===== src/hw/ppl_pkg.sv =====
// package: register map, field layouts, timing constants and carrier types
`default_nettype none
package ppl_pkg;
	// register byte offsets
	localparam logic [7:0] REG_CTRL = 8'h00;
	localparam logic [7:0] REG_STATUS = 8'h04;
	localparam logic [7:0] REG_WAKE_INT = 8'h08;
	localparam logic [7:0] REG_CABLE = 8'h0C;
	localparam logic [7:0] REG_LED_MODE = 8'h10;
	localparam logic [7:0] REG_LED_BEHAV = 8'h14;
	localparam logic [7:0] REG_EEE_CTRL = 8'h18;
	localparam logic [7:0] REG_IRQ_STAT = 8'h1C;
	localparam logic [7:0] REG_IRQ_MASK = 8'h20;
	// control register fields
	localparam int CTRL_PD_BIT = 0;
	localparam int CTRL_EPM_BIT = 1;
	// cable result fields
	localparam int CABLE_FAULT_BIT = 8;
	localparam int CABLE_VALID_BIT = 9;
	localparam int CABLE_UNREL_BIT = 10;
	localparam logic [7:0] CABLE_MAX_M = 8'h78;
	// interrupt status bits
	localparam int IRQ_DIAG_BIT = 0;
	localparam int IRQ_APD_BIT = 1;
	localparam int IRQ_WAKE_BIT = 2;
	localparam int IRQ_BITS = 3;
	// reset values
	localparam logic [15:0] WAKE_INT_RST = 16'h03E8;
	localparam logic [15:0] LED_MODE_RST = 16'h4320;
	localparam logic [7:0] LED_BEHAV_RST = 8'h00;
	// timing: clock and millisecond tick
	localparam int CLK_PERIOD_NS = 25;
	localparam int MS_TIME_NS = 1000000;
	localparam int MS_CYCLES = MS_TIME_NS / CLK_PERIOD_NS;
	// timing in milliseconds
	localparam logic [15:0] QUIET_MS = 16'h03E8;
	localparam logic [15:0] BURST_MS = 16'h0002;
	localparam logic [7:0] BLINK_HALF_MS = 8'h32;
	localparam logic [7:0] STRETCH_MS = 8'h64;
	// led modes
	localparam logic [3:0] LED_M_LINK_ANY = 4'h0;
	localparam logic [3:0] LED_M_LINK_1000 = 4'h1;
	localparam logic [3:0] LED_M_LINK_100 = 4'h2;
	localparam logic [3:0] LED_M_LINK_10 = 4'h3;
	localparam logic [3:0] LED_M_LINK_HI = 4'h4;
	// link speed codes
	localparam logic [1:0] SPD_10 = 2'h0;
	localparam logic [1:0] SPD_100 = 2'h1;
	localparam logic [1:0] SPD_1000 = 2'h2;
	// suspend states
	typedef enum logic [1:0] {
		SUSP_NORMAL = 2'h0,
		SUSP_ATTACH = 2'h1,
		SUSP_WAKE = 2'h2,
		SUSP_DEEPEST = 2'h3
	} ppl_susp_type;
	// enhanced power states, gray along active-sleep-burst
	typedef enum logic [1:0] {
		EPM_ACTIVE = 2'b00,
		EPM_SLEEP = 2'b01,
		EPM_BURST = 2'b11
	} ppl_epm_type;
	// diagnostic result from the cable tester
	typedef struct packed {
		logic done;
		logic terminated;
		logic fault;
		logic [7:0] dist_m;
	} ppl_diag_type;
	// link status from the pcs
	typedef struct packed {
		logic up;
		logic [1:0] speed;
		logic activity;
	} ppl_link_type;
	// nonvolatile led and power defaults, five entries
	typedef struct packed {
		logic load;
		logic [4:0][7:0] entry;
	} ppl_nv_type;
endpackage
`default_nettype wire


===== src/hw/ppl_top.sv =====
// power management, cable length and status light logic of the copper phy
// How it works
// - terminated cable reports length in meters
// - fault reports distance to fault instead
// - lengths above 120 m flagged unreliable
// - power-down control bit powers phy down
// - no signal detect auto powers down
// - sleeping phy wakes periodically, sends pulse burst
// - writing enable one activates enhanced mode outside deepest suspend
// - enhanced mode works except deepest suspend
// - nonvolatile default enables enhanced mode in wake
// - four lights, each with own mode field
// - lights active low, invert field flips polarity
// - behaviour register selects blink or stretch
// - five nonvolatile entries load light configuration
// - mode 0: one without link, zero with
// - mode 0 blinks or stretches on activity
//
// The register offsets and the Wishbone interface to the registers are this design's own decisions.
`default_nettype none
module ppl_top
	import ppl_pkg::*;
#(
	parameter int MS_CYC = MS_CYCLES,
	parameter int LEDS = 4
) (
	// clock and reset
	input wire logic clk_i,
	input wire logic rst_i,
	// wishbone slave
	input wire logic wb_cyc_i,
	input wire logic wb_stb_i,
	input wire logic wb_we_i,
	input wire logic [7:0] wb_adr_i,
	input wire logic [3:0] wb_sel_i,
	input wire logic [31:0] wb_dat_i,
	output logic [31:0] wb_dat_o,
	output logic wb_ack_o,
	// media side and phy core status
	input wire logic signal_detect_i,
	input wire ppl_link_type link_i,
	input wire ppl_diag_type diag_i,
	input wire ppl_susp_type suspend_i,
	input wire ppl_nv_type nv_i,
	// power and wake outputs
	output logic phy_power_down_o,
	output logic flp_burst_o,
	// status lights and interrupt
	output logic [LEDS-1:0] status_light_outputs_o,
	output logic irq_o
);
	// software registers
	logic ctrl_pd_r; // standard power-down bit
	logic ctrl_epm_r; // enhanced power enable
	logic [15:0] wake_int_r; // wake interval in ms
	logic [15:0] led_mode_r; // four mode nibbles
	logic [7:0] led_behav_r; // stretch select and activity mask
	logic invert_r; // light polarity invert
	logic nv_wake_dflt_r; // nonvolatile enhanced default for wake state
	logic [IRQ_BITS-1:0] irq_stat_r; // sticky events
	logic [IRQ_BITS-1:0] irq_mask_r; // event enables
	logic [7:0] cable_m_r; // length or fault distance
	logic cable_fault_r; // result is a fault distance
	logic cable_valid_r; // a result is present
	logic cable_unrel_r; // result beyond reliable range
	// bus handshake
	logic ack_r;
	logic [31:0] rdat_r;
	logic wr_now;
	logic [31:0] wr_word;
	logic [31:0] lane_mask; // byte enables spread over their lanes
	logic [31:0] wr_merged; // write data merged into the register word
	logic [IRQ_BITS-1:0] irq_clr; // write-one clear of sticky events
	logic [IRQ_BITS-1:0] irq_set; // events seen this cycle
	// synchroniser and power machine
	logic sd_meta_r;
	logic sd_r;
	ppl_epm_type epm_r;
	logic [15:0] ms_cnt_r;
	logic [$clog2(MS_CYC+1)-1:0] div_r;
	logic ms_tick;
	logic epm_on;
	logic apd_evt;
	logic wake_evt;
	// shared blink phase
	logic [7:0] blink_cnt_r;
	logic blink_ph_r;

	// write happens at the edge where ack is sampled high
	assign wr_now = wb_cyc_i & wb_stb_i & wb_we_i & ack_r;
	// current value of the addressed register for byte merge
	always_comb begin
		wr_word = 32'h0000_0000;
		case (wb_adr_i)
			REG_CTRL: wr_word = {30'h0000_0000, ctrl_epm_r, ctrl_pd_r};
			REG_WAKE_INT: wr_word = {16'h0000, wake_int_r};
			REG_LED_MODE: wr_word = {16'h0000, led_mode_r};
			REG_LED_BEHAV: wr_word = {24'h00_0000, led_behav_r};
			REG_EEE_CTRL: wr_word = {31'h0000_0000, invert_r};
			REG_IRQ_MASK: wr_word = {29'h0000_0000, irq_mask_r};
			default: wr_word = 32'h0000_0000;
		endcase
	end
	// enabled lanes take the write data, the others keep the register
	assign lane_mask = {{8{wb_sel_i[3]}}, {8{wb_sel_i[2]}},
		{8{wb_sel_i[1]}}, {8{wb_sel_i[0]}}};
	assign wr_merged = (wr_word & ~lane_mask) | (wb_dat_i & lane_mask);

	// wishbone ack: one wait state, dropped the cycle after
	always_ff @(posedge clk_i) begin
		if (rst_i) begin
			ack_r <= 1'b0;
		end else begin
			ack_r <= wb_cyc_i & wb_stb_i & ~ack_r;
		end
	end

	// read data captured in the cycle before ack
	always_ff @(posedge clk_i) begin
		if (rst_i) begin
			rdat_r <= 32'h0000_0000;
		end else if (wb_cyc_i & wb_stb_i & ~ack_r) begin
			case (wb_adr_i)
				REG_STATUS: rdat_r <= {28'h000_0000, sd_r, epm_r, phy_power_down_o};
				REG_CABLE: rdat_r <= {21'h00_0000, cable_unrel_r, cable_valid_r,
					cable_fault_r, cable_m_r};
				REG_IRQ_STAT: rdat_r <= {29'h0000_0000, irq_stat_r};
				default: rdat_r <= wr_word; // writable registers read back, unmapped reads as zero
			endcase
		end
	end
	assign wb_ack_o = ack_r;
	assign wb_dat_o = rdat_r;

	// control register: power-down and enhanced enable
	always_ff @(posedge clk_i) begin
		if (rst_i) begin
			ctrl_pd_r <= 1'b0;
			ctrl_epm_r <= 1'b0;
		end else if (wr_now && wb_adr_i == REG_CTRL && wb_sel_i[0]) begin
			ctrl_pd_r <= wb_dat_i[CTRL_PD_BIT];
			ctrl_epm_r <= wb_dat_i[CTRL_EPM_BIT]; // takes effect at once
		end
	end

	// wake interval and interrupt mask
	always_ff @(posedge clk_i) begin
		if (rst_i) begin
			wake_int_r <= WAKE_INT_RST;
			irq_mask_r <= '0;
		end else if (wr_now) begin
			if (wb_adr_i == REG_WAKE_INT) begin
				wake_int_r <= wr_merged[15:0];
			end
			if (wb_adr_i == REG_IRQ_MASK) begin
				irq_mask_r <= wr_merged[IRQ_BITS-1:0];
			end
		end
	end

	// light configuration: software write or nonvolatile load
	always_ff @(posedge clk_i) begin
		if (rst_i) begin
			led_mode_r <= LED_MODE_RST;
			led_behav_r <= LED_BEHAV_RST;
			invert_r <= 1'b0; // active low after reset
			nv_wake_dflt_r <= 1'b0;
		end else if (wr_now) begin
			// software write wins over a simultaneous load
			if (wb_adr_i == REG_LED_MODE) begin
				led_mode_r <= wr_merged[15:0];
			end
			if (wb_adr_i == REG_LED_BEHAV) begin
				led_behav_r <= wr_merged[7:0];
			end
			if (wb_adr_i == REG_EEE_CTRL && wb_sel_i[0]) begin
				invert_r <= wb_dat_i[0];
			end
		end else if (nv_i.load) begin
			// entries 0..3 give modes, entry 4 behaviour and defaults
			led_mode_r <= {nv_i.entry[3][3:0], nv_i.entry[2][3:0],
				nv_i.entry[1][3:0], nv_i.entry[0][3:0]};
			led_behav_r <= {4'h0, nv_i.entry[4][3:0]};
			invert_r <= nv_i.entry[4][4];
			nv_wake_dflt_r <= nv_i.entry[4][5];
		end
	end

	// cable diagnostic result capture
	always_ff @(posedge clk_i) begin
		if (rst_i) begin
			cable_m_r <= 8'h00;
			cable_fault_r <= 1'b0;
			cable_valid_r <= 1'b0;
			cable_unrel_r <= 1'b0;
		end else if (diag_i.done) begin
			if (diag_i.fault) begin
				cable_m_r <= diag_i.dist_m; // distance to the fault
				cable_fault_r <= 1'b1;
				cable_valid_r <= 1'b1;
			end else if (diag_i.terminated) begin
				cable_m_r <= diag_i.dist_m; // full length in meters
				cable_fault_r <= 1'b0;
				cable_valid_r <= 1'b1;
			end else begin
				// anomalous termination: no length to give
				cable_fault_r <= 1'b0;
				cable_valid_r <= 1'b0;
			end
			cable_unrel_r <= (diag_i.dist_m > CABLE_MAX_M);
		end
	end

	// signal detect passes two flops
	always_ff @(posedge clk_i) begin
		if (rst_i) begin
			sd_meta_r <= 1'b0;
			sd_r <= 1'b0;
		end else begin
			sd_meta_r <= signal_detect_i;
			sd_r <= sd_meta_r;
		end
	end

	// millisecond enable divider
	always_ff @(posedge clk_i) begin
		if (rst_i) begin
			div_r <= '0;
		end else if (ms_tick) begin
			div_r <= '0;
		end else begin
			div_r <= div_r + 1'b1;
		end
	end
	assign ms_tick = (div_r == ($bits(div_r))'(MS_CYC - 1));

	// enhanced mode enabled by software or by nonvolatile default in wake state
	assign epm_on = (ctrl_epm_r | (nv_wake_dflt_r & (suspend_i == SUSP_WAKE)))
		& (suspend_i != SUSP_DEEPEST);
	assign apd_evt = (epm_r == EPM_ACTIVE) & epm_on & ~sd_r & ms_tick & (ms_cnt_r >= QUIET_MS);
	assign wake_evt = (epm_r != EPM_ACTIVE) & epm_on & sd_r;

	// enhanced power machine
	always_ff @(posedge clk_i) begin
		if (rst_i) begin
			epm_r <= EPM_ACTIVE;
			ms_cnt_r <= 16'h0000;
		end else if (!epm_on) begin
			epm_r <= EPM_ACTIVE;
			ms_cnt_r <= 16'h0000;
		end else begin
			case (epm_r)
				EPM_ACTIVE: begin
					if (sd_r) begin
						ms_cnt_r <= 16'h0000;
					end else if (apd_evt) begin
						epm_r <= EPM_SLEEP; // no link presence seen
						ms_cnt_r <= 16'h0000;
					end else if (ms_tick) begin
						ms_cnt_r <= ms_cnt_r + 16'h0001;
					end
				end
				EPM_SLEEP: begin
					if (sd_r) begin
						epm_r <= EPM_ACTIVE;
						ms_cnt_r <= 16'h0000;
					end else if (ms_tick && ms_cnt_r + 16'h0001 >= wake_int_r) begin
						epm_r <= EPM_BURST; // periodic wake
						ms_cnt_r <= 16'h0000;
					end else if (ms_tick) begin
						ms_cnt_r <= ms_cnt_r + 16'h0001;
					end
				end
				EPM_BURST: begin
					if (sd_r) begin
						epm_r <= EPM_ACTIVE;
						ms_cnt_r <= 16'h0000;
					end else if (ms_tick && ms_cnt_r + 16'h0001 >= BURST_MS) begin
						epm_r <= EPM_SLEEP; // burst over, sleep again
						ms_cnt_r <= 16'h0000;
					end else if (ms_tick) begin
						ms_cnt_r <= ms_cnt_r + 16'h0001;
					end
				end
				default: begin
					epm_r <= EPM_ACTIVE;
					ms_cnt_r <= 16'h0000;
				end
			endcase
		end
	end

	// power-down and pulse burst outputs
	always_ff @(posedge clk_i) begin
		if (rst_i) begin
			phy_power_down_o <= 1'b0;
			flp_burst_o <= 1'b0;
		end else begin
			phy_power_down_o <= ctrl_pd_r
				| (epm_r == EPM_SLEEP)
				| (suspend_i == SUSP_DEEPEST); // phy disabled
			flp_burst_o <= (epm_r == EPM_BURST);
		end
	end

	// events of this cycle, placed at their status bits
	always_comb begin
		irq_set = '0;
		irq_set[IRQ_DIAG_BIT] = diag_i.done;
		irq_set[IRQ_APD_BIT] = apd_evt;
		irq_set[IRQ_WAKE_BIT] = wake_evt;
	end
	assign irq_clr = (wr_now && wb_adr_i == REG_IRQ_STAT && wb_sel_i[0]) ?
		wb_dat_i[IRQ_BITS-1:0] : '0;

	// sticky interrupt status, set wins over write-one clear
	always_ff @(posedge clk_i) begin
		if (rst_i) begin
			irq_stat_r <= '0;
		end else begin
			irq_stat_r <= (irq_stat_r & ~irq_clr) | irq_set;
		end
	end

	// level interrupt from unmasked status
	always_ff @(posedge clk_i) begin
		if (rst_i) begin
			irq_o <= 1'b0;
		end else begin
			irq_o <= |(irq_stat_r & irq_mask_r);
		end
	end

	// blink phase toggles every half period
	always_ff @(posedge clk_i) begin
		if (rst_i) begin
			blink_cnt_r <= 8'h00;
			blink_ph_r <= 1'b0;
		end else if (ms_tick) begin
			if (blink_cnt_r + 8'h01 >= BLINK_HALF_MS) begin
				blink_cnt_r <= 8'h00;
				blink_ph_r <= ~blink_ph_r;
			end else begin
				blink_cnt_r <= blink_cnt_r + 8'h01;
			end
		end
	end

	// one decoder per status light
	for (genvar g = 0; g < LEDS; g++) begin : g_led
		logic [7:0] hold_r; // activity stretch timer in ms
		logic [3:0] mode;
		logic link_ok;
		logic raw;

		// activity stretch timer, reloaded on every activity
		always_ff @(posedge clk_i) begin
			if (rst_i) begin
				hold_r <= 8'h00;
			end else if (link_i.activity) begin
				hold_r <= STRETCH_MS;
			end else if (ms_tick && hold_r != 8'h00) begin
				hold_r <= hold_r - 8'h01;
			end
		end

		// mode decode to the uninverted level
		always_comb begin
			mode = led_mode_r[(g%4)*4 +: 4]; // own field
			case (mode)
				LED_M_LINK_ANY: link_ok = link_i.up; // any speed
				LED_M_LINK_1000: link_ok = link_i.up & (link_i.speed == SPD_1000);
				LED_M_LINK_100: link_ok = link_i.up & (link_i.speed == SPD_100);
				LED_M_LINK_10: link_ok = link_i.up & (link_i.speed == SPD_10);
				LED_M_LINK_HI: link_ok = link_i.up & (link_i.speed != SPD_10);
				default: link_ok = 1'b0;
			endcase
			if (!link_ok) begin
				raw = 1'b1; // no link
			end else if (hold_r != 8'h00 && !led_behav_r[4 + (g%4)]) begin
				// activity: stretch holds off, blink toggles
				raw = led_behav_r[g%4] ? 1'b1 : blink_ph_r;
			end else begin
				raw = 1'b0; // valid link
			end
		end

		// registered light output, inverted after decode
		always_ff @(posedge clk_i) begin
			if (rst_i) begin
				status_light_outputs_o[g] <= 1'b1;
			end else begin
				status_light_outputs_o[g] <= raw ^ invert_r;
			end
		end
	end
endmodule
`default_nettype wire


===== config.mk =====
export PLATFORM = sky130hd
export DESIGN_NAME = ppl_top
export DESIGN_NICKNAME = d
export VERILOG_FILES = /design/src/hw/ppl_pkg.sv /design/src/hw/ppl_top.sv
export SDC_FILE = /design/constraint.sdc
export NUM_CORES = 1
export LEC_CHECK = 0
export ABC_AREA = 0
export BUFFER_PORTS_ARGS = -buffer_cell sky130_fd_sc_hd__buf_2
export CORE_UTILIZATION = 50
export CTS_BUF_LIST = sky130_fd_sc_hd__clkbuf_4 sky130_fd_sc_hd__clkbuf_8 sky130_fd_sc_hd__clkbuf_16
export DETAILED_ROUTE_END_ITERATION = 7
export GPL_ROUTABILITY_DRIVEN = 0
export PLACE_DENSITY_LB_ADDON = 0.05
export SYNTH_ARGS = -nofsm -noshare
export SYNTH_HDL_FRONTEND = slang
export SYNTH_SLANG_ARGS = --single-unit
export TNS_END_PERCENT = 10

===== constraint.sdc =====
create_clock -name clk_i -period 4 [get_ports clk_i]
set_input_delay 0.2 -clock clk_i [delete_from_list [all_inputs] [get_ports clk_i]]
set_output_delay 0.2 -clock clk_i [all_outputs]
set_load 0.1 [all_outputs]

==> flow_summary.ini <==
[outcome]
status = complete, no violations

[yosys]
synth_cell_types = 77
synth_async_sr_flop_share_pct = 0
synth_most_common_cell = nor2_1
syn_inst = 1044
netlist_area_um2 = 8666
ys_seq_elements = 162
synth-warning-count = 0
synth-edff-count = 0
seq_area_frac_synth_pct = 37.42
synth.avg_cell_area_um2 = 8.301
synth.largest_area_cell = dfxtp_1
synthTopCellsByCount = 181 x nor2_1, 162 x dfxtp_1, 87 x nand2_1
synth_ff_type = dfxtp_1
synth_top_area_share_pct = 37.42
synth_top_cells_by_area = dfxtp_1 37%, nor2_1 7.8%, ha_1 4.2%, nand2_1 3.8%, xnor2_1 3.7%

[routing]
via_count = 7515
routed_wirelength_mm = 22.17
wl_met3_mm = 1.023
met1_length_mm = 10.86
top_layer_used = met4
ant_nets = 0
first_pass_iters = 5
avgRoutedWirePerCell_um = 16.46
remaining_drc_errors = 0
wl_met2_mm = 9.837
drtIter0Drc = 432
via_per_inst = 5.579

[setup_path]
slowest_delay_ns = 0.58
timing.critical_path.max_delay_family = simple AND/OR/NAND/NOR gates
cp.depth = 11
crit_top_cell = ha_1
r2r_end = ms_cnt_r[2]$_SDFF_PP0_
critPathSlowestCell = or4_4
worstRegToRegCells = 11
cp.buffers_inverters = 1
path_cells = ha_1 > nand4_1 > nor4_2 > xnor2_1 > inv_1 > ha_1 > and4_1 > a221o_1 > nand2b_1 > or4_4 > a21oi_1
r2r_slack_ns = 0.52
arrival_ns = 3.84
cp-end-kind = flip-flop
required_ns = 4.36
startpoint_type = flip-flop
worst-setup-path-type = flip-flop to flip-flop
cp_max_fo = 16
worstReg2RegStart = ms_cnt_r[0]$_SDFF_PP0_

[cts]
path_clk_slew_ns = 0.07
cts_sinks = 162
cts.path.max_buffers = 2
post_cts_buffers = 0
htreeDepth = 4
cts_root_buf = clkbuf_16
cts_tree = built
cts_buffers = 17
clock_latency_ns = 0.43

[floorplanning]
dieArea_um2 = 17860
core_area_um2 = 16760
fp.dieW_um = 133.7
rows = 47
die_h_um = 133.7
io_pins = 148
start_util_pct = 51.71

[power]
p_sw_share_pct = 27.53
leakage_nw = 3.910
combPwrFrac_pct = 10.7
p_per_area_nw_per_um2 = 382.7
clkPwrFrac_pct = 43.9
internal-power_mw = 2.714
switching_power_mw = 1.031
ir_worst_vdd_mv = 0.3109
seq_power_share_pct = 45.4

[sta]
min_period_ns = 3.478
finalSetupTns_ns = 0
max_freq_mhz = 287.5
finalHoldViolations = 0
tightest_slew_ns = 0.8821
setup_viol = 0
max_slew_margin_pct = 40.69
drv_slew = 0
finalCritPeriodShare_pct = 86.95
clock_skew_ns = 0.009335
rsz0062_at_grt = false

[grt]
grt-ovfl-total = 0
grt_pass1_wl_mm = 36.15
grt_use_total_pct = 25.60
first_global_vias = 6928
grt_max_degree = 56
antenna_found_initial = 0

[layout]
final.fill_count = 1593
area_growth_pct = 12.94
fin_area_um2 = 9787
diodes = 0
drive_above_1_share_pct = 15.71
fin_nets = 1251

[worst_hold_path]
hold_path_end = led_mode_r[9]$_SDFFE_PP1P_
min_path_cells = 3
min_path_type = primary input to flip-flop
hold_start = nv_i[17]

[placement]
portBuffers = 95
placed_cell_area_um2 = 9185
hpwlAfterDp_mm = 16.40

[flow_run]
cap_violations = 0
## worst min-delay path: cells and delay by family
kind,cells,cell delay (ns)
buf+inv,1,0.07
compound gates,2,0.13
## how the worst max path moves through the flow
stage                                 from                       to  slack [ns]
floorplan           ms_cnt_r[0]$_SDFF_PP0_  ms_cnt_r[11]$_SDFF_PP0_        0.78
global placement    ms_cnt_r[0]$_SDFF_PP0_   ms_cnt_r[5]$_SDFF_PP0_        0.59
detailed placement  ms_cnt_r[0]$_SDFF_PP0_   ms_cnt_r[2]$_SDFF_PP0_        0.50
CTS                 ms_cnt_r[0]$_SDFF_PP0_   ms_cnt_r[2]$_SDFF_PP0_        0.48
global route        ms_cnt_r[0]$_SDFF_PP0_   ms_cnt_r[0]$_SDFF_PP0_        0.23
finish              ms_cnt_r[0]$_SDFF_PP0_   ms_cnt_r[2]$_SDFF_PP0_        0.52
## metal layers
metal / up-vias / GRT usage [%]
met3: 26 / 3.577
met4: 0 / 8.649
li1: 3762 / -
met5: - / 0
met1: 3527 / 36.27
met2: 200 / 39.79
## what timing repair did
item | in CTS | in global routing
hold endpoints to repair | 1 | 0
hold buffers | 1 | 0
resized for setup | 0 | 0
## sequential cells by signal (all words and copies together) (netlist names), 2 cells and up
name,count
blink_cnt_r,8
cable_m_r,8
div_r,16
epm_r,2
g_led.hold_r,32
irq_mask_r,3
irq_stat_r,3
led_behav_r,8
led_mode_r,16
ms_cnt_r,16
status_light_outputs_o,4
wake_int_r,16
wb_dat_o,16
## cells by family (layout without fill, tap and decap cells)
family | count (synthesis) | count (layout) | synth area share (%)
muxes | 28 | 28 | 3.364
buffers and inverters | 110 | 178 | 5.992
DFF | 162 | 162 | 37.42
other | 1 | 16 | 0.04327
xor gates and xnor gates | 75 | 75 | 7.667
and+or+nand+nor | 446 | 446 | 25.84
adders and majority gates | 30 | 30 | 4.303
AOI/OAI and AO/OA | 192 | 192 | 15.36
## layout by cell type, fill, tap and decap left out, types with 7 or more instances in the layout
master,count
nand2b_1,18
and3_1,16
nor2_1,181
clkbuf_16,17
nand2_1,87
a21oi_2,10
and2_1,9
nor4_1,20
mux2_2,9
nand3_1,20
buf_4,12
xor2_1,37
a21o_1,7
nor4b_1,11
xnor2_1,37
a21oi_1,62
inv_1,39
conb_1,16
a221oi_1,22
nor3_1,24
a22oi_1,7
ha_1,29
a211oi_1,12
o21ai_0,21
buf_2,94
a31oi_1,7
mux2i_1,19
dfxtp_1,162
nand4_1,13
## power groups by stage
stage | Clock [mW] | Sequential, mW | Combinational, mW
final | 1.65 | 1.70 | 0.401
after detailed placement | 0 | 1.73 | 0.397
after CTS | 1.68 | 1.70 | 0.399
after floorplan | 0 | 1.79 | 0.236
after global routing | 1.74 | 1.70 | 0.427
after global placement | 0 | 1.73 | 0.395
## cell type report
cell class                 count  area, um2  share of cell area, %
multi-input combinational    787       4960                  50.68
sequential                   162       3243                  33.14
timing repair buffer         107      570.5                  5.830
clock buffer                  18      439.2                  4.487
tap                          220      275.3                  2.813
clock inverter                14      152.6                  1.560
inverter                      39      146.4                  1.496
## stage by stage
| stage | power (mW) | hold WS, ns | setup WS [ns] | std cells | util [%] |
|---|---|---|---|---|---|
| floorplan | 2.030 | 0.2956 | 0.7776 | 1059 | - |
| global placement | 2.128 | 0.4200 | 0.5855 | 1314 | 54.80 |
| detailed placement | 2.131 | 0.4198 | 0.4971 | 1314 | 54.80 |
| CTS | 3.774 | 0.006203 | 0.4764 | 1347 | 58.39 |
| global route | 3.867 | 0.04230 | 0.2300 | 1347 | 58.39 |
| finish | 3.746 | 0.02026 | 0.5220 | 1347 | 58.39 |
(Power assumes the default switching activity.)
